<file path="src/rtl/cmtmr_pkg.sv">
// Constants shared by the two-channel compare match timer.
package cmtmr_pkg;
    localparam int CHANNELS = 2;
    localparam int DATA_W   = 16;
    localparam int ADDR_W   = 8;

    // Register indices; the byte address is four times the index.
    localparam logic [5:0] IDX_RUN       = 6'h00;
    localparam logic [5:0] IDX_CTRL0     = 6'h02;
    localparam logic [5:0] IDX_CNT0      = 6'h04;
    localparam logic [5:0] IDX_CONST0    = 6'h06;
    localparam logic [5:0] IDX_CTRL1     = 6'h08;
    localparam logic [5:0] IDX_CNT1      = 6'h0a;
    localparam logic [5:0] IDX_CONST1    = 6'h0c;
    localparam logic [5:0] IDX_IRQ_STAT  = 6'h0e;
    localparam logic [5:0] IDX_IRQ_MASK  = 6'h10;
    localparam logic [5:0] IDX_CH_STRIDE = 6'h06;

    // Control register fields.
    localparam int CTRL_FLAG_BIT   = 7;
    localparam int CTRL_IRQ_EN_BIT = 6;
    localparam int CTRL_SEL_HI     = 1;
    localparam int CTRL_SEL_LO     = 0;

    // Reset values.
    localparam logic [15:0] RST_CONST = 16'hffff;
    localparam logic [15:0] RST_CNT   = 16'h0000;
    localparam logic [1:0]  RST_SEL   = 2'h0;

    // Prescaler: divide by 8, 32, 128, 512 is 2**(3 + 2*sel).
    localparam int PRE_W     = 9;
    localparam int PRE_BASE  = 3;
    localparam int PRE_STEP  = 2;
    localparam int PRE_TAPS  = 4;
endpackage

</file>
<file path="src/rtl/cmtmr_prescaler.sv">
// Free-running divider that makes the four prescaled count enables.
`timescale 1ns/100ps
module cmtmr_prescaler (
    // Clock, reset and standby
    input  wire logic       clk,
    input  wire logic       rst,
    input  wire logic       standby,
    // Count enables, one cycle wide
    output logic [3:0]      tick
);
    logic [cmtmr_pkg::PRE_W-1:0] div;

    always_ff @(posedge clk or posedge rst) begin
        if (rst) begin
            div <= '0;
        end else if (standby) begin
            div <= '0;
        end else begin
            div <= div + 1'b1;
        end
    end

    // Each tap pulses once when its low bits are all ones.
    for (genvar k = 0; k < cmtmr_pkg::PRE_TAPS; k++) begin : g_tap
        localparam int W = cmtmr_pkg::PRE_BASE + cmtmr_pkg::PRE_STEP * k;
        always_ff @(posedge clk or posedge rst) begin
            if (rst) begin
                tick[k] <= 1'b0;
            end else if (standby) begin
                tick[k] <= 1'b0;
            end else begin
                tick[k] <= &div[W-1:0];
            end
        end
    end
endmodule // cmtmr_prescaler

</file>
<file path="src/rtl/cmtmr_top.sv">
// Two-channel 16-bit compare match timer with an Avalon-MM register slave.
// What this block does
// - A running channel counts up on each selected prescaled clock pulse.
// - On match the counter returns to zero, flag sets, counting continues.
// - A channel's request is high one cycle after its flag and enable are both one.
// - Each channel drives its own compare match interrupt request line.
// - Counter clock is the system clock divided by 8, 32, 128 or 512.
// - Match acts on the count pulse after counter equals the constant.
// - Flag clears by writing zero after reading one; writing one is ignored.
// - A match in the write's taking cycle clears the counter; write is lost.
// - A word write beats a coinciding increment; the increment is lost.
// - A byte write loads its byte; other byte keeps its old value.
// - Run register bit 0 runs channel 0 and bit 1 runs channel 1.
// - Select 00 is /8, 01 /32, 10 /128, 11 /512; /8 after reset.
// - Reset and standby set constants to all ones and clear all other timer state; standby keeps readdata.
// - Control bit 6 enables the channel's compare match interrupt.
`timescale 1ns/100ps
module cmtmr_top (
    // Clock, reset and standby
    input  wire logic        clk,
    input  wire logic        rst,
    input  wire logic        standby,
    // Avalon-MM slave
    input  wire logic [7:0]  address,
    input  wire logic        read,
    input  wire logic        write,
    input  wire logic [31:0] writedata,
    input  wire logic [3:0]  byteenable,
    output logic [31:0]      readdata,
    output logic             waitrequest,
    // Interrupts
    output logic [1:0]       match_irq,
    output logic             irq
);
    localparam int NCH = cmtmr_pkg::CHANNELS;

    logic [3:0]  tick;
    logic [1:0]  run_bit;
    logic [1:0]  match_flag;
    logic [1:0]  match_irq_enable;
    logic [1:0]  clk_sel [NCH];
    logic [15:0] match_counter [NCH];
    logic [15:0] match_constant [NCH];
    logic [1:0]  flag_armed;
    logic [1:0]  irq_status;
    logic [1:0]  irq_mask;
    logic [1:0]  match_evt;
    logic        taken;
    logic        wr_go;
    logic        rd_go;
    logic [5:0]  idx;
    logic        on_word;
    logic [31:0] next_readdata;
    logic        run_hit;
    logic        stat_hit;
    logic        mask_hit;
    logic [1:0]  next_irq_status;

    cmtmr_prescaler u_prescaler (
        .clk     (clk),
        .rst     (rst),
        .standby (standby),
        .tick    (tick)
    );

    // Every access is answered one cycle after it is first seen.
    assign taken   = (read || write) && !waitrequest;
    assign wr_go   = write && !waitrequest;
    assign rd_go   = read && !waitrequest;
    assign on_word = (address[1:0] == 2'h0);
    assign idx     = address[7:2];
    assign run_hit  = on_word && idx == cmtmr_pkg::IDX_RUN;
    assign stat_hit = on_word && idx == cmtmr_pkg::IDX_IRQ_STAT;
    assign mask_hit = on_word && idx == cmtmr_pkg::IDX_IRQ_MASK;

    always_ff @(posedge clk or posedge rst) begin
        if (rst) begin
            waitrequest <= 1'b1;
        end else begin
            waitrequest <= !((read || write) && waitrequest);
        end
    end

    // Reads decode as one flat chain; unmapped or misaligned reads give zero.
    always_comb begin
        next_readdata = 32'h0000_0000;
        if (!on_word) begin
            next_readdata = 32'h0000_0000;
        end else if (idx == cmtmr_pkg::IDX_RUN) begin
            next_readdata[1:0] = run_bit;
        end else if (idx == cmtmr_pkg::IDX_CTRL0) begin
            next_readdata[cmtmr_pkg::CTRL_FLAG_BIT]   = match_flag[0];
            next_readdata[cmtmr_pkg::CTRL_IRQ_EN_BIT] = match_irq_enable[0];
            next_readdata[1:0]                        = clk_sel[0];
        end else if (idx == cmtmr_pkg::IDX_CNT0) begin
            next_readdata[15:0] = match_counter[0];
        end else if (idx == cmtmr_pkg::IDX_CONST0) begin
            next_readdata[15:0] = match_constant[0];
        end else if (idx == cmtmr_pkg::IDX_CTRL1) begin
            next_readdata[cmtmr_pkg::CTRL_FLAG_BIT]   = match_flag[1];
            next_readdata[cmtmr_pkg::CTRL_IRQ_EN_BIT] = match_irq_enable[1];
            next_readdata[1:0]                        = clk_sel[1];
        end else if (idx == cmtmr_pkg::IDX_CNT1) begin
            next_readdata[15:0] = match_counter[1];
        end else if (idx == cmtmr_pkg::IDX_CONST1) begin
            next_readdata[15:0] = match_constant[1];
        end else if (idx == cmtmr_pkg::IDX_IRQ_STAT) begin
            next_readdata[1:0] = irq_status;
        end else if (idx == cmtmr_pkg::IDX_IRQ_MASK) begin
            next_readdata[1:0] = irq_mask;
        end
    end

    always_ff @(posedge clk or posedge rst) begin
        if (rst) begin
            readdata <= 32'h0000_0000;
        end else if (read && waitrequest) begin
            readdata <= next_readdata;
        end
    end

    always_ff @(posedge clk or posedge rst) begin
        if (rst) begin
            run_bit <= 2'h0;
        end else if (standby) begin
            run_bit <= 2'h0;
        end else if (wr_go && run_hit && byteenable[0]) begin
            run_bit <= writedata[1:0];
        end
    end

    for (genvar c = 0; c < NCH; c++) begin : g_ch
        localparam logic [5:0] OFS = 6'(c) * cmtmr_pkg::IDX_CH_STRIDE;
        logic        ctrl_hit;
        logic        cnt_hit;
        logic        const_hit;
        logic        tick_sel;
        logic [15:0] written;
        logic        ctrl_wr;
        logic        flag_clr;

        assign ctrl_hit  = on_word && idx == cmtmr_pkg::IDX_CTRL0 + OFS;
        assign cnt_hit   = on_word && idx == cmtmr_pkg::IDX_CNT0 + OFS;
        assign const_hit = on_word && idx == cmtmr_pkg::IDX_CONST0 + OFS;
        assign ctrl_wr   = wr_go && ctrl_hit && byteenable[0];
        // Clearing needs an earlier read that saw the flag set.
        assign flag_clr  = ctrl_wr && !writedata[cmtmr_pkg::CTRL_FLAG_BIT]
                           && flag_armed[c];
        assign tick_sel  = tick[clk_sel[c]] && run_bit[c];
        // The match is seen on the pulse after equality, not on equality.
        assign match_evt[c] = tick_sel
            && match_counter[c] == match_constant[c];
        assign written = {byteenable[1] ? writedata[15:8]
                                        : match_counter[c][15:8],
                          byteenable[0] ? writedata[7:0]
                                        : match_counter[c][7:0]};

        always_ff @(posedge clk or posedge rst) begin
            if (rst) begin
                match_counter[c] <= cmtmr_pkg::RST_CNT;
            end else if (standby) begin
                match_counter[c] <= cmtmr_pkg::RST_CNT;
            end else if (match_evt[c]) begin
                match_counter[c] <= cmtmr_pkg::RST_CNT;
            end else if (wr_go && cnt_hit) begin
                match_counter[c] <= written;
            end else if (tick_sel) begin
                match_counter[c] <= match_counter[c] + 16'h0001;
            end
        end

        always_ff @(posedge clk or posedge rst) begin
            if (rst) begin
                match_constant[c] <= cmtmr_pkg::RST_CONST;
            end else if (standby) begin
                match_constant[c] <= cmtmr_pkg::RST_CONST;
            end else if (wr_go && const_hit) begin
                if (byteenable[0]) begin
                    match_constant[c][7:0] <= writedata[7:0];
                end
                if (byteenable[1]) begin
                    match_constant[c][15:8] <= writedata[15:8];
                end
            end
        end

        always_ff @(posedge clk or posedge rst) begin
            if (rst) begin
                clk_sel[c] <= cmtmr_pkg::RST_SEL;
            end else if (standby) begin
                clk_sel[c] <= cmtmr_pkg::RST_SEL;
            end else if (ctrl_wr) begin
                clk_sel[c] <= writedata[cmtmr_pkg::CTRL_SEL_HI:
                                        cmtmr_pkg::CTRL_SEL_LO];
            end
        end

        always_ff @(posedge clk or posedge rst) begin
            if (rst) begin
                match_irq_enable[c] <= 1'b0;
            end else if (standby) begin
                match_irq_enable[c] <= 1'b0;
            end else if (ctrl_wr) begin
                match_irq_enable[c] <=
                    writedata[cmtmr_pkg::CTRL_IRQ_EN_BIT];
            end
        end

        // The match is tested first so that a clear landing on it loses.
        always_ff @(posedge clk or posedge rst) begin
            if (rst) begin
                match_flag[c] <= 1'b0;
            end else if (standby) begin
                match_flag[c] <= 1'b0;
            end else if (match_evt[c]) begin
                match_flag[c] <= 1'b1;
            end else if (flag_clr) begin
                match_flag[c] <= 1'b0;
            end
        end

        // A read that shows the flag set arms the clear-by-zero write.
        always_ff @(posedge clk or posedge rst) begin
            if (rst) begin
                flag_armed[c] <= 1'b0;
            end else if (standby) begin
                flag_armed[c] <= 1'b0;
            end else if (flag_clr && !match_evt[c]) begin
                flag_armed[c] <= 1'b0;
            end else if (rd_go && ctrl_hit && match_flag[c]
                    && !match_evt[c]) begin
                flag_armed[c] <= 1'b1;
            end
        end

        always_ff @(posedge clk or posedge rst) begin
            if (rst) begin
                match_irq[c] <= 1'b0;
            end else begin
                match_irq[c] <= match_flag[c] && match_irq_enable[c]
                                && !standby;
            end
        end
    end

    // Sticky event copy for the summary interrupt; the event is merged in
    // after the clear, so a match in the clearing cycle is never lost.
    always_comb begin
        next_irq_status = irq_status;
        if (wr_go && stat_hit && byteenable[0]) begin
            next_irq_status = irq_status & ~writedata[1:0];
        end
        next_irq_status = next_irq_status | match_evt;
    end

    always_ff @(posedge clk or posedge rst) begin
        if (rst) begin
            irq_status <= 2'h0;
        end else if (standby) begin
            irq_status <= 2'h0;
        end else begin
            irq_status <= next_irq_status;
        end
    end

    always_ff @(posedge clk or posedge rst) begin
        if (rst) begin
            irq_mask <= 2'h0;
        end else if (standby) begin
            irq_mask <= 2'h0;
        end else if (wr_go && mask_hit && byteenable[0]) begin
            irq_mask <= writedata[1:0];
        end
    end

    always_ff @(posedge clk or posedge rst) begin
        if (rst) begin
            irq <= 1'b0;
        end else begin
            irq <= |(irq_status & irq_mask);
        end
    end
endmodule // cmtmr_top

</file>
<file path="config.mk">
export PLATFORM = sky130hd
export DESIGN_NAME = cmtmr_top
export DESIGN_NICKNAME = d
export VERILOG_FILES = /design/src/rtl/cmtmr_pkg.sv /design/src/rtl/cmtmr_prescaler.sv /design/src/rtl/cmtmr_top.sv
export SDC_FILE = /design/constraint.sdc
export NUM_CORES = 1
export LEC_CHECK = 0
export BUFFER_PORTS_ARGS = -buffer_cell sky130_fd_sc_hd__buf_2
export CAP_MARGIN = 10
export CORE_MARGIN = 1
export CORE_UTILIZATION = 44
export CTS_BUF_LIST = sky130_fd_sc_hd__clkbuf_2
export DETAILED_ROUTE_END_ITERATION = 10
export HOLD_SLACK_MARGIN = 0.02
export PLACE_DENSITY_LB_ADDON = 0.05
export SYNTH_ARGS = -nofsm -noshare
export SYNTH_HDL_FRONTEND = slang
export SYNTH_SLANG_ARGS = --single-unit
</file>
<file path="constraint.sdc">
create_clock -name clk -period 3.85 [get_ports clk]
set_clock_uncertainty 0.2 [all_clocks]
set_input_delay 0.1925 -clock clk [delete_from_list [all_inputs] [get_ports clk]]
set_output_delay 0.1925 -clock clk [all_outputs]
set_load 0.01 [all_outputs]
</file>
==> results of run 1 <==
==> placed cells by master, fill, tap and decap left out, drive strengths merged, types with 7 or more instances in the layout <==
master and n:
nor2 90, dfrtp 80, a21oi 76, buf 64
dlygate4sd3 55, nand2 40, nand3 35, xor2 34
dfstp 33, o21ai 29, nor3 27, o22ai 26
clkbuf 19, inv 19, nor4 18, conb 16
a222oi 14, a22o 14, a31oi 11, nand4 9
nor2b 8, nor4b 7, clkinv 7
==> flip-flops by register name, summed over array words and instances, names as in the netlist <==
| name | cells |
|---|---|
| match_irq_enable | 2 |
| u_prescaler.div | 9 |
| run_bit | 2 |
| match_constant | 32 |
| clk_sel | 4 |
| match_flag | 2 |
| irq_mask | 2 |
| flag_armed | 2 |
| readdata | 16 |
| irq_status | 2 |
| match_counter | 32 |
| u_prescaler.tick | 4 |
| irq | 1 |
| waitrequest | 1 |
| match_irq | 2 |
==> worst min-delay path, cell delays in order <==
cell and delay (ps):
dlygate4sd3_1 530, buf_2 160, nor2_1 130, a21oi_1 90
==> power by group through the flow <==
stage               clock network [mW]  logic [mW]  registers [mW]
finish                           0.975       0.264            1.28
global route                      1.03       0.288            1.28
CTS                              0.983       0.260            1.28
detailed placement                   0       0.220            1.30
global placement                     0       0.216            1.30
floorplan                            0       0.143            1.29
==> what timing repair did <==
| action | in CTS | in global routing |
|---|---|---|
| hold endpoints to repair | 170 | 0 |
| endpoints found under the setup margin | 0 | 0 |
| hold buffers | 55 | 0 |
==> routing by layer <==
layer	up-vias	track usage, %
li1	2876	-
met1	3103	39.4
met2	291	47.9
met3	65	5.72
met4	0	14.5
met5	-	0
==> metrics by stage <==
step	cell area [um2]	setup slack, ps	util [%]	hold slack [ps]	cells
3_3_place_gp	6860	1080	47.4	171	928
3_5_place_dp	6860	1040	47.4	176	928
6_report	7690	544	53.1	147	1015
5_1_grt	7690	463	53.1	157	1015
2_1_floorplan	6570	525	-	55.5	740
4_1_cts	7690	571	53.1	113	1015
==> layout make-up <==
| cell class | count | share of cell area (%) |
|---|---|---|
| Multi-Input combinational cell | 548 | 43.3 |
| Clock inverter | 13 | 2.49 |
| Timing Repair Buffer | 119 | 11.8 |
| Clock buffer | 19 | 1.24 |
| Inverter | 19 | 0.960 |
| Tap cell | 184 | 2.99 |
| Sequential cell | 113 | 37.3 |
==> how the worst max path moves through the flow <==
stage / startpoint / endpoint / slack [ps] / cells after the start
after global routing: waitrequest / clk_sel[3] / 460 / 7
after global placement: match_counter[4] / match_counter[7] / 1080 / 5
after floorplan: rst / clk_sel[0] / 520 / 1
after CTS: waitrequest / clk_sel[3] / 570 / 6
final: waitrequest / clk_sel[2] / 540 / 6
after detailed placement: match_counter[7] / match_counter[4] / 1040 / 5
==> cells by family (layout without fill, tap and decap cells) <==
family	Yosys count	in the layout	share of synthesized area, %
multiplexers	5	5	1.15
XOR/XNOR	35	35	4.71
buffers and inverters	79	170	5.75
other	1	16	0.0576
flip-flops	113	113	44.1
AND/OR/NAND/NOR	264	264	20.5
adder cells (fa/ha/maj)	6	6	1.15
AO/OA/AOI/OAI	222	222	22.6
==> flow_metrics.tcl, run 1 <==
set metrics [dict create \
    intPower_mw 1.83 \
    dpl.hpwl_um 15200 \
    wl_met3_um 1380 \
    drive_gt1_share_pct 17.2 \
    ff_latch_area_mm2 0.00287 \
    wl_met1_um 9360 \
    routed-wl-met2_um 10200 \
    rr_startpoint "waitrequest" \
    min_path_type "in -> reg" \
    synth_async_sr_flop_share_pct 100 \
    r2r_cells 6 \
    dieArea_mm2 0.0153 \
    drtIter0Drc 798 \
    clkTransAtPathRegs_ps 190 \
    clkSinkCount 113 \
    p_clk_share_pct 38.7 \
    tightest_slew_ps 922 \
    synth_area_leaders "dfrtp_1 (31%), dfstp_2 (13%), a21oi_1 (5.8%)" \
    cp_max_fo 7 \
    cts_buffer_depth 2 \
    switching_share_pct 27.4 \
    ys_seq_area_share_pct 44.1 \
    grt_pass1_vias 5996 \
    synth_edf_count 0 \
    htreeDepth 4 \
    cp-start-kind "flip-flop" \
    clockRootBuffer "clkbuf_2" \
    min_to "match_constant[19]" \
    fmax_ghz 0.302 \
    grt_pass1_wl_um 33400 \
    slew_violations 0 \
    antenna_left 0 \
    synthFlopType "dfrtp_1" \
    n_fill_cell 1385 \
    antenna_found_initial 1 \
    fin_nets 873 \
    endpoint_kind "flip-flop" \
    power-per-cell-area_mw_per_mm2 327 \
    total_power_mw 2.52 \
    yosysWarnings 0 \
    reg2reg_slack_ps 540 \
    max_stage_delay_ps 660 \
    ys_ff_latch 113 \
    reg2reg_to "clk_sel[2]" \
    vdd_drop_max_mv 0.187 \
    first_pass_iters 8 \
    wl_um 21900 \
    cp_slowest_cell "dlygate4sd3_1" \
    pin_count 85 \
    highest_layer "met4" \
    worstHoldStart "writedata[3]" \
    io_buffers 50 \
    crit_path_frequent_cell "dlygate4sd3_1" \
    syn_inst 725 \
    vias_per_cell 6.24 \
    wl_per_cell_um 21.6 \
    drcViolationCount 0 \
    diodes 0 \
    relSlewSlack_pct 38.1 \
    power_leakage_nw 3.16 \
    gp_congestion 0.870 \
    netlist_area_mm2 0.00651 \
    pwr-share-seq_pct 50.8 \
    clk_latency_ps 740 \
    crit_required_ps 4260 \
    rsz0062_at_grt "false" \
    synthTopCellsByCount "nor2_1 (87), dfrtp_1 (80), a21oi_1 (76)" \
    outcome "finished, final reports clean" \
    yosys.area.top_type "dfrtp_1" \
    cts_setup_buffers 0 \
    initial_utilization_pct 45.0 \
    vias 6335 \
    grt_max_degree 63 \
    worstSetupPathType "reg -> reg" \
    grt_usage_pct 30.1 \
    synth_cell_types 67 \
    tritoncts "done" \
    fp-row-count 44 \
    crit_family "simple AND/OR/NAND/NOR gates" \
    setup_viol_count_final 0 \
    grt_overflow 0 \
    synth_top_area_share_pct 30.8 \
    numCtsBuffers 17 \
    crit_chain "or4b_4 > dlygate4sd3_1 > or4_4 > nand2_1 > a21oi_1 > dlygate4sd3_1" \
    totalNegativeSetupSlack_ps 0 \
    fp.coreArea_mm2 0.0145 \
    yosysMostFrequentCell "nor2_1" \
    fin_crit_ps 3310 \
    fin_crit_sh_pct 85.9 \
    worstHoldPathCells 4 \
    worstPathArrival_ps 3720 \
    die_w_um 124 \
    syn_area_per_cell_um2 8.98 \
    cap_violations 0 \
    switchingPower_mw 0.689 \
    synthToLayoutAreaGrowth_pct 18.2 \
    comb_power_share_pct 10.5 \
    ctsResizeCount 0 \
    fp.dieH_um 124 \
    hold_violations 0 \
    multi_input_comb_area_mm2 0.00333 \
    timing.critical_path.buf_inv 2 \
]
Note: power is estimated with default switching activity, not from simulation.
==> run 2, diff against run 1 <==
--- a/config.mk
+++ b/config.mk
@@ -7,6 +7,8 @@
 export LEC_CHECK = 0
 export BUFFER_PORTS_ARGS = -buffer_cell sky130_fd_sc_hd__buf_2
 export CAP_MARGIN = 10
+export CELL_PAD_IN_SITES_DETAIL_PLACEMENT = 0
+export CELL_PAD_IN_SITES_GLOBAL_PLACEMENT = 1
 export CORE_MARGIN = 1
 export CORE_UTILIZATION = 44
 export CTS_BUF_LIST = sky130_fd_sc_hd__clkbuf_2
==> run 2 against run 1 <==
  * Via count decreased by 3.1%
  * Critical path type unchanged
  * Non-clock buffer count decreased by 13
  * Utilization decreased by 1.1 points
  * Clock power decreased by 8.1%
  * Critical path depth increased by 2
==> flow_metrics.tcl, run 2 (synthesized netlist as in run 1, its figures left out) <==
set metrics [dict create \
    grt_max_degree 76 \
    slew_violations 0 \
    max_stage_delay_ps 660 \
    fmax_ghz 0.293 \
    die_w_um 124 \
    drive_gt1_share_pct 17.0 \
    worstSetupPathType "reg -> reg" \
    dpl.hpwl_um 15100 \
    tightest_slew_ps 966 \
    fp.coreArea_mm2 0.0145 \
    fp-row-count 44 \
    r2r_cells 8 \
    clockRootBuffer "clkbuf_2" \
    hold_violations 0 \
    cts_setup_buffers 0 \
    pin_count 85 \
    n_fill_cell 1389 \
    worstSetupStartpoint "waitrequest" \
    power-per-cell-area_mw_per_mm2 322 \
    top_regs "match_constant: 32 flops, match_counter: 32 flops, readdata: 16 flops" \
    dp.cells 927 \
    whs_ps 42.8 \
    clk_latency_ps 700 \
    io_buffers 50 \
    final_common_cell "nor2_1" \
    initial_utilization_pct 45.0 \
    crit_chain "or4b_4 > dlygate4sd3_1 > nor2_1 > buf_4 > nand2_1 > nand2_1 > a21oi_1 > dlygate4sd3_1" \
    reg2reg_to "run_bit[1]" \
    fin_nets 860 \
    relSlewSlack_pct 35.6 \
    met3_usage_pct 5.82 \
    drtIter0Drc 527 \
    fin_crit_sh_pct 88.8 \
    wl_um 21600 \
    wl_per_cell_um 21.5 \
    totalNegativeSetupSlack_ps 0 \
    endpoint_kind "flip-flop" \
    diodes 0 \
    htreeDepth 4 \
    outcome "finished, final reports clean" \
    drcViolationCount 0 \
    cp-start-kind "flip-flop" \
    vias 6136 \
    cap_violations 0 \
    rr_startpoint "waitrequest" \
    grt_pass1_wl_um 33700 \
    gp_congestion 0.926 \
    fin_crit_ps 3420 \
    setup_viol_count_final 0 \
    use_met2_pct 48.2 \
    dieArea_mm2 0.0153 \
    power_leakage_nw 3.07 \
    vias_per_cell 6.12 \
    grtUsageMet1_pct 38.9 \
    first_pass_iters 8 \
    antenna_left 0 \
    clkTransAtPathRegs_ps 180 \
    cp_slowest_cell "dlygate4sd3_1" \
    layout_common_cells "nor2_1 (87), dfrtp_1 (80), a21oi_1 (76)" \
    worstPathArrival_ps 3800 \
    fp.dieH_um 124 \
    rsz0062_at_grt "false" \
    placed_area_mm2 0.00685 \
    grt_usage_pct 30.0 \
    grt_pass1_vias 5929 \
    cp_max_fo 10 \
    grt_overflow 0 \
    instances_no_fill 1002 \
    antenna_found_initial 0 \
    cts_buffer_depth 2 \
    place_ws_ps 1000 \
    crit_required_ps 4230 \
    clkSinkCount 113 \
    numCtsBuffers 17 \
    vdd_drop_max_mv 0.211 \
    reg2reg_slack_ps 430 \
    stdcell_area_mm2 0.00754 \
    total_power_mw 2.42 \
    fin_ws_ps 433 \
    synthToLayoutAreaGrowth_pct 15.8 \
    final_util_pct 52.1 \
    min_path_type "in -> async" \
    top_usage_layer "met2" \
    tritoncts "done" \
]
==> run 2: repair_timing <==
item	in CTS	in global routing
gates resized for setup	0	0
hold buffers	43	0
hold endpoints to repair	165	0
==> run 2: cell type report <==
type,count,area [um2],area share (%)
clock buffers,18,90.1,1.19
clock inverters,14,170,2.26
inverters,19,73.8,0.979
multi-input cells,548,3330,44.1
flip-flops and latches,113,2870,38.1
well taps,184,230,3.05
repair buffers,106,778,10.3
==> run 2: power by group <==
group          switching [mW]  internal [mW]
sequential             0.0358           1.24
combinational           0.160         0.0881
clock                   0.480          0.416
total                   0.676           1.75
==> run 2: critical path, delay by kind of cell (launching register included) <==
family	cells	cell delay, ps
buf+inv	3	1510
simple gates	4	1100
compound gates	1	60
flops	1	440
==> run 2: how the worst max path moves through the flow <==
stage / to / slack, ps / cells past startpoint
final: run_bit[1] / 430 / 8
after global routing: run_bit[1] / 340 / 8
after CTS: run_bit[1] / 490 / 8
after detailed placement: match_counter[9] / 1000 / 5
after global placement: match_counter[7] / 1020 / 5
after floorplan: clk_sel[0] / 520 / 1
==> run 2: routing by layer <==
metal | up-vias | wire (um)
met5 | - | 0
met4 | 0 | 790
met3 | 46 | 1250
met2 | 256 | 10300
met1 | 2991 | 9250
li1 | 2843 | -
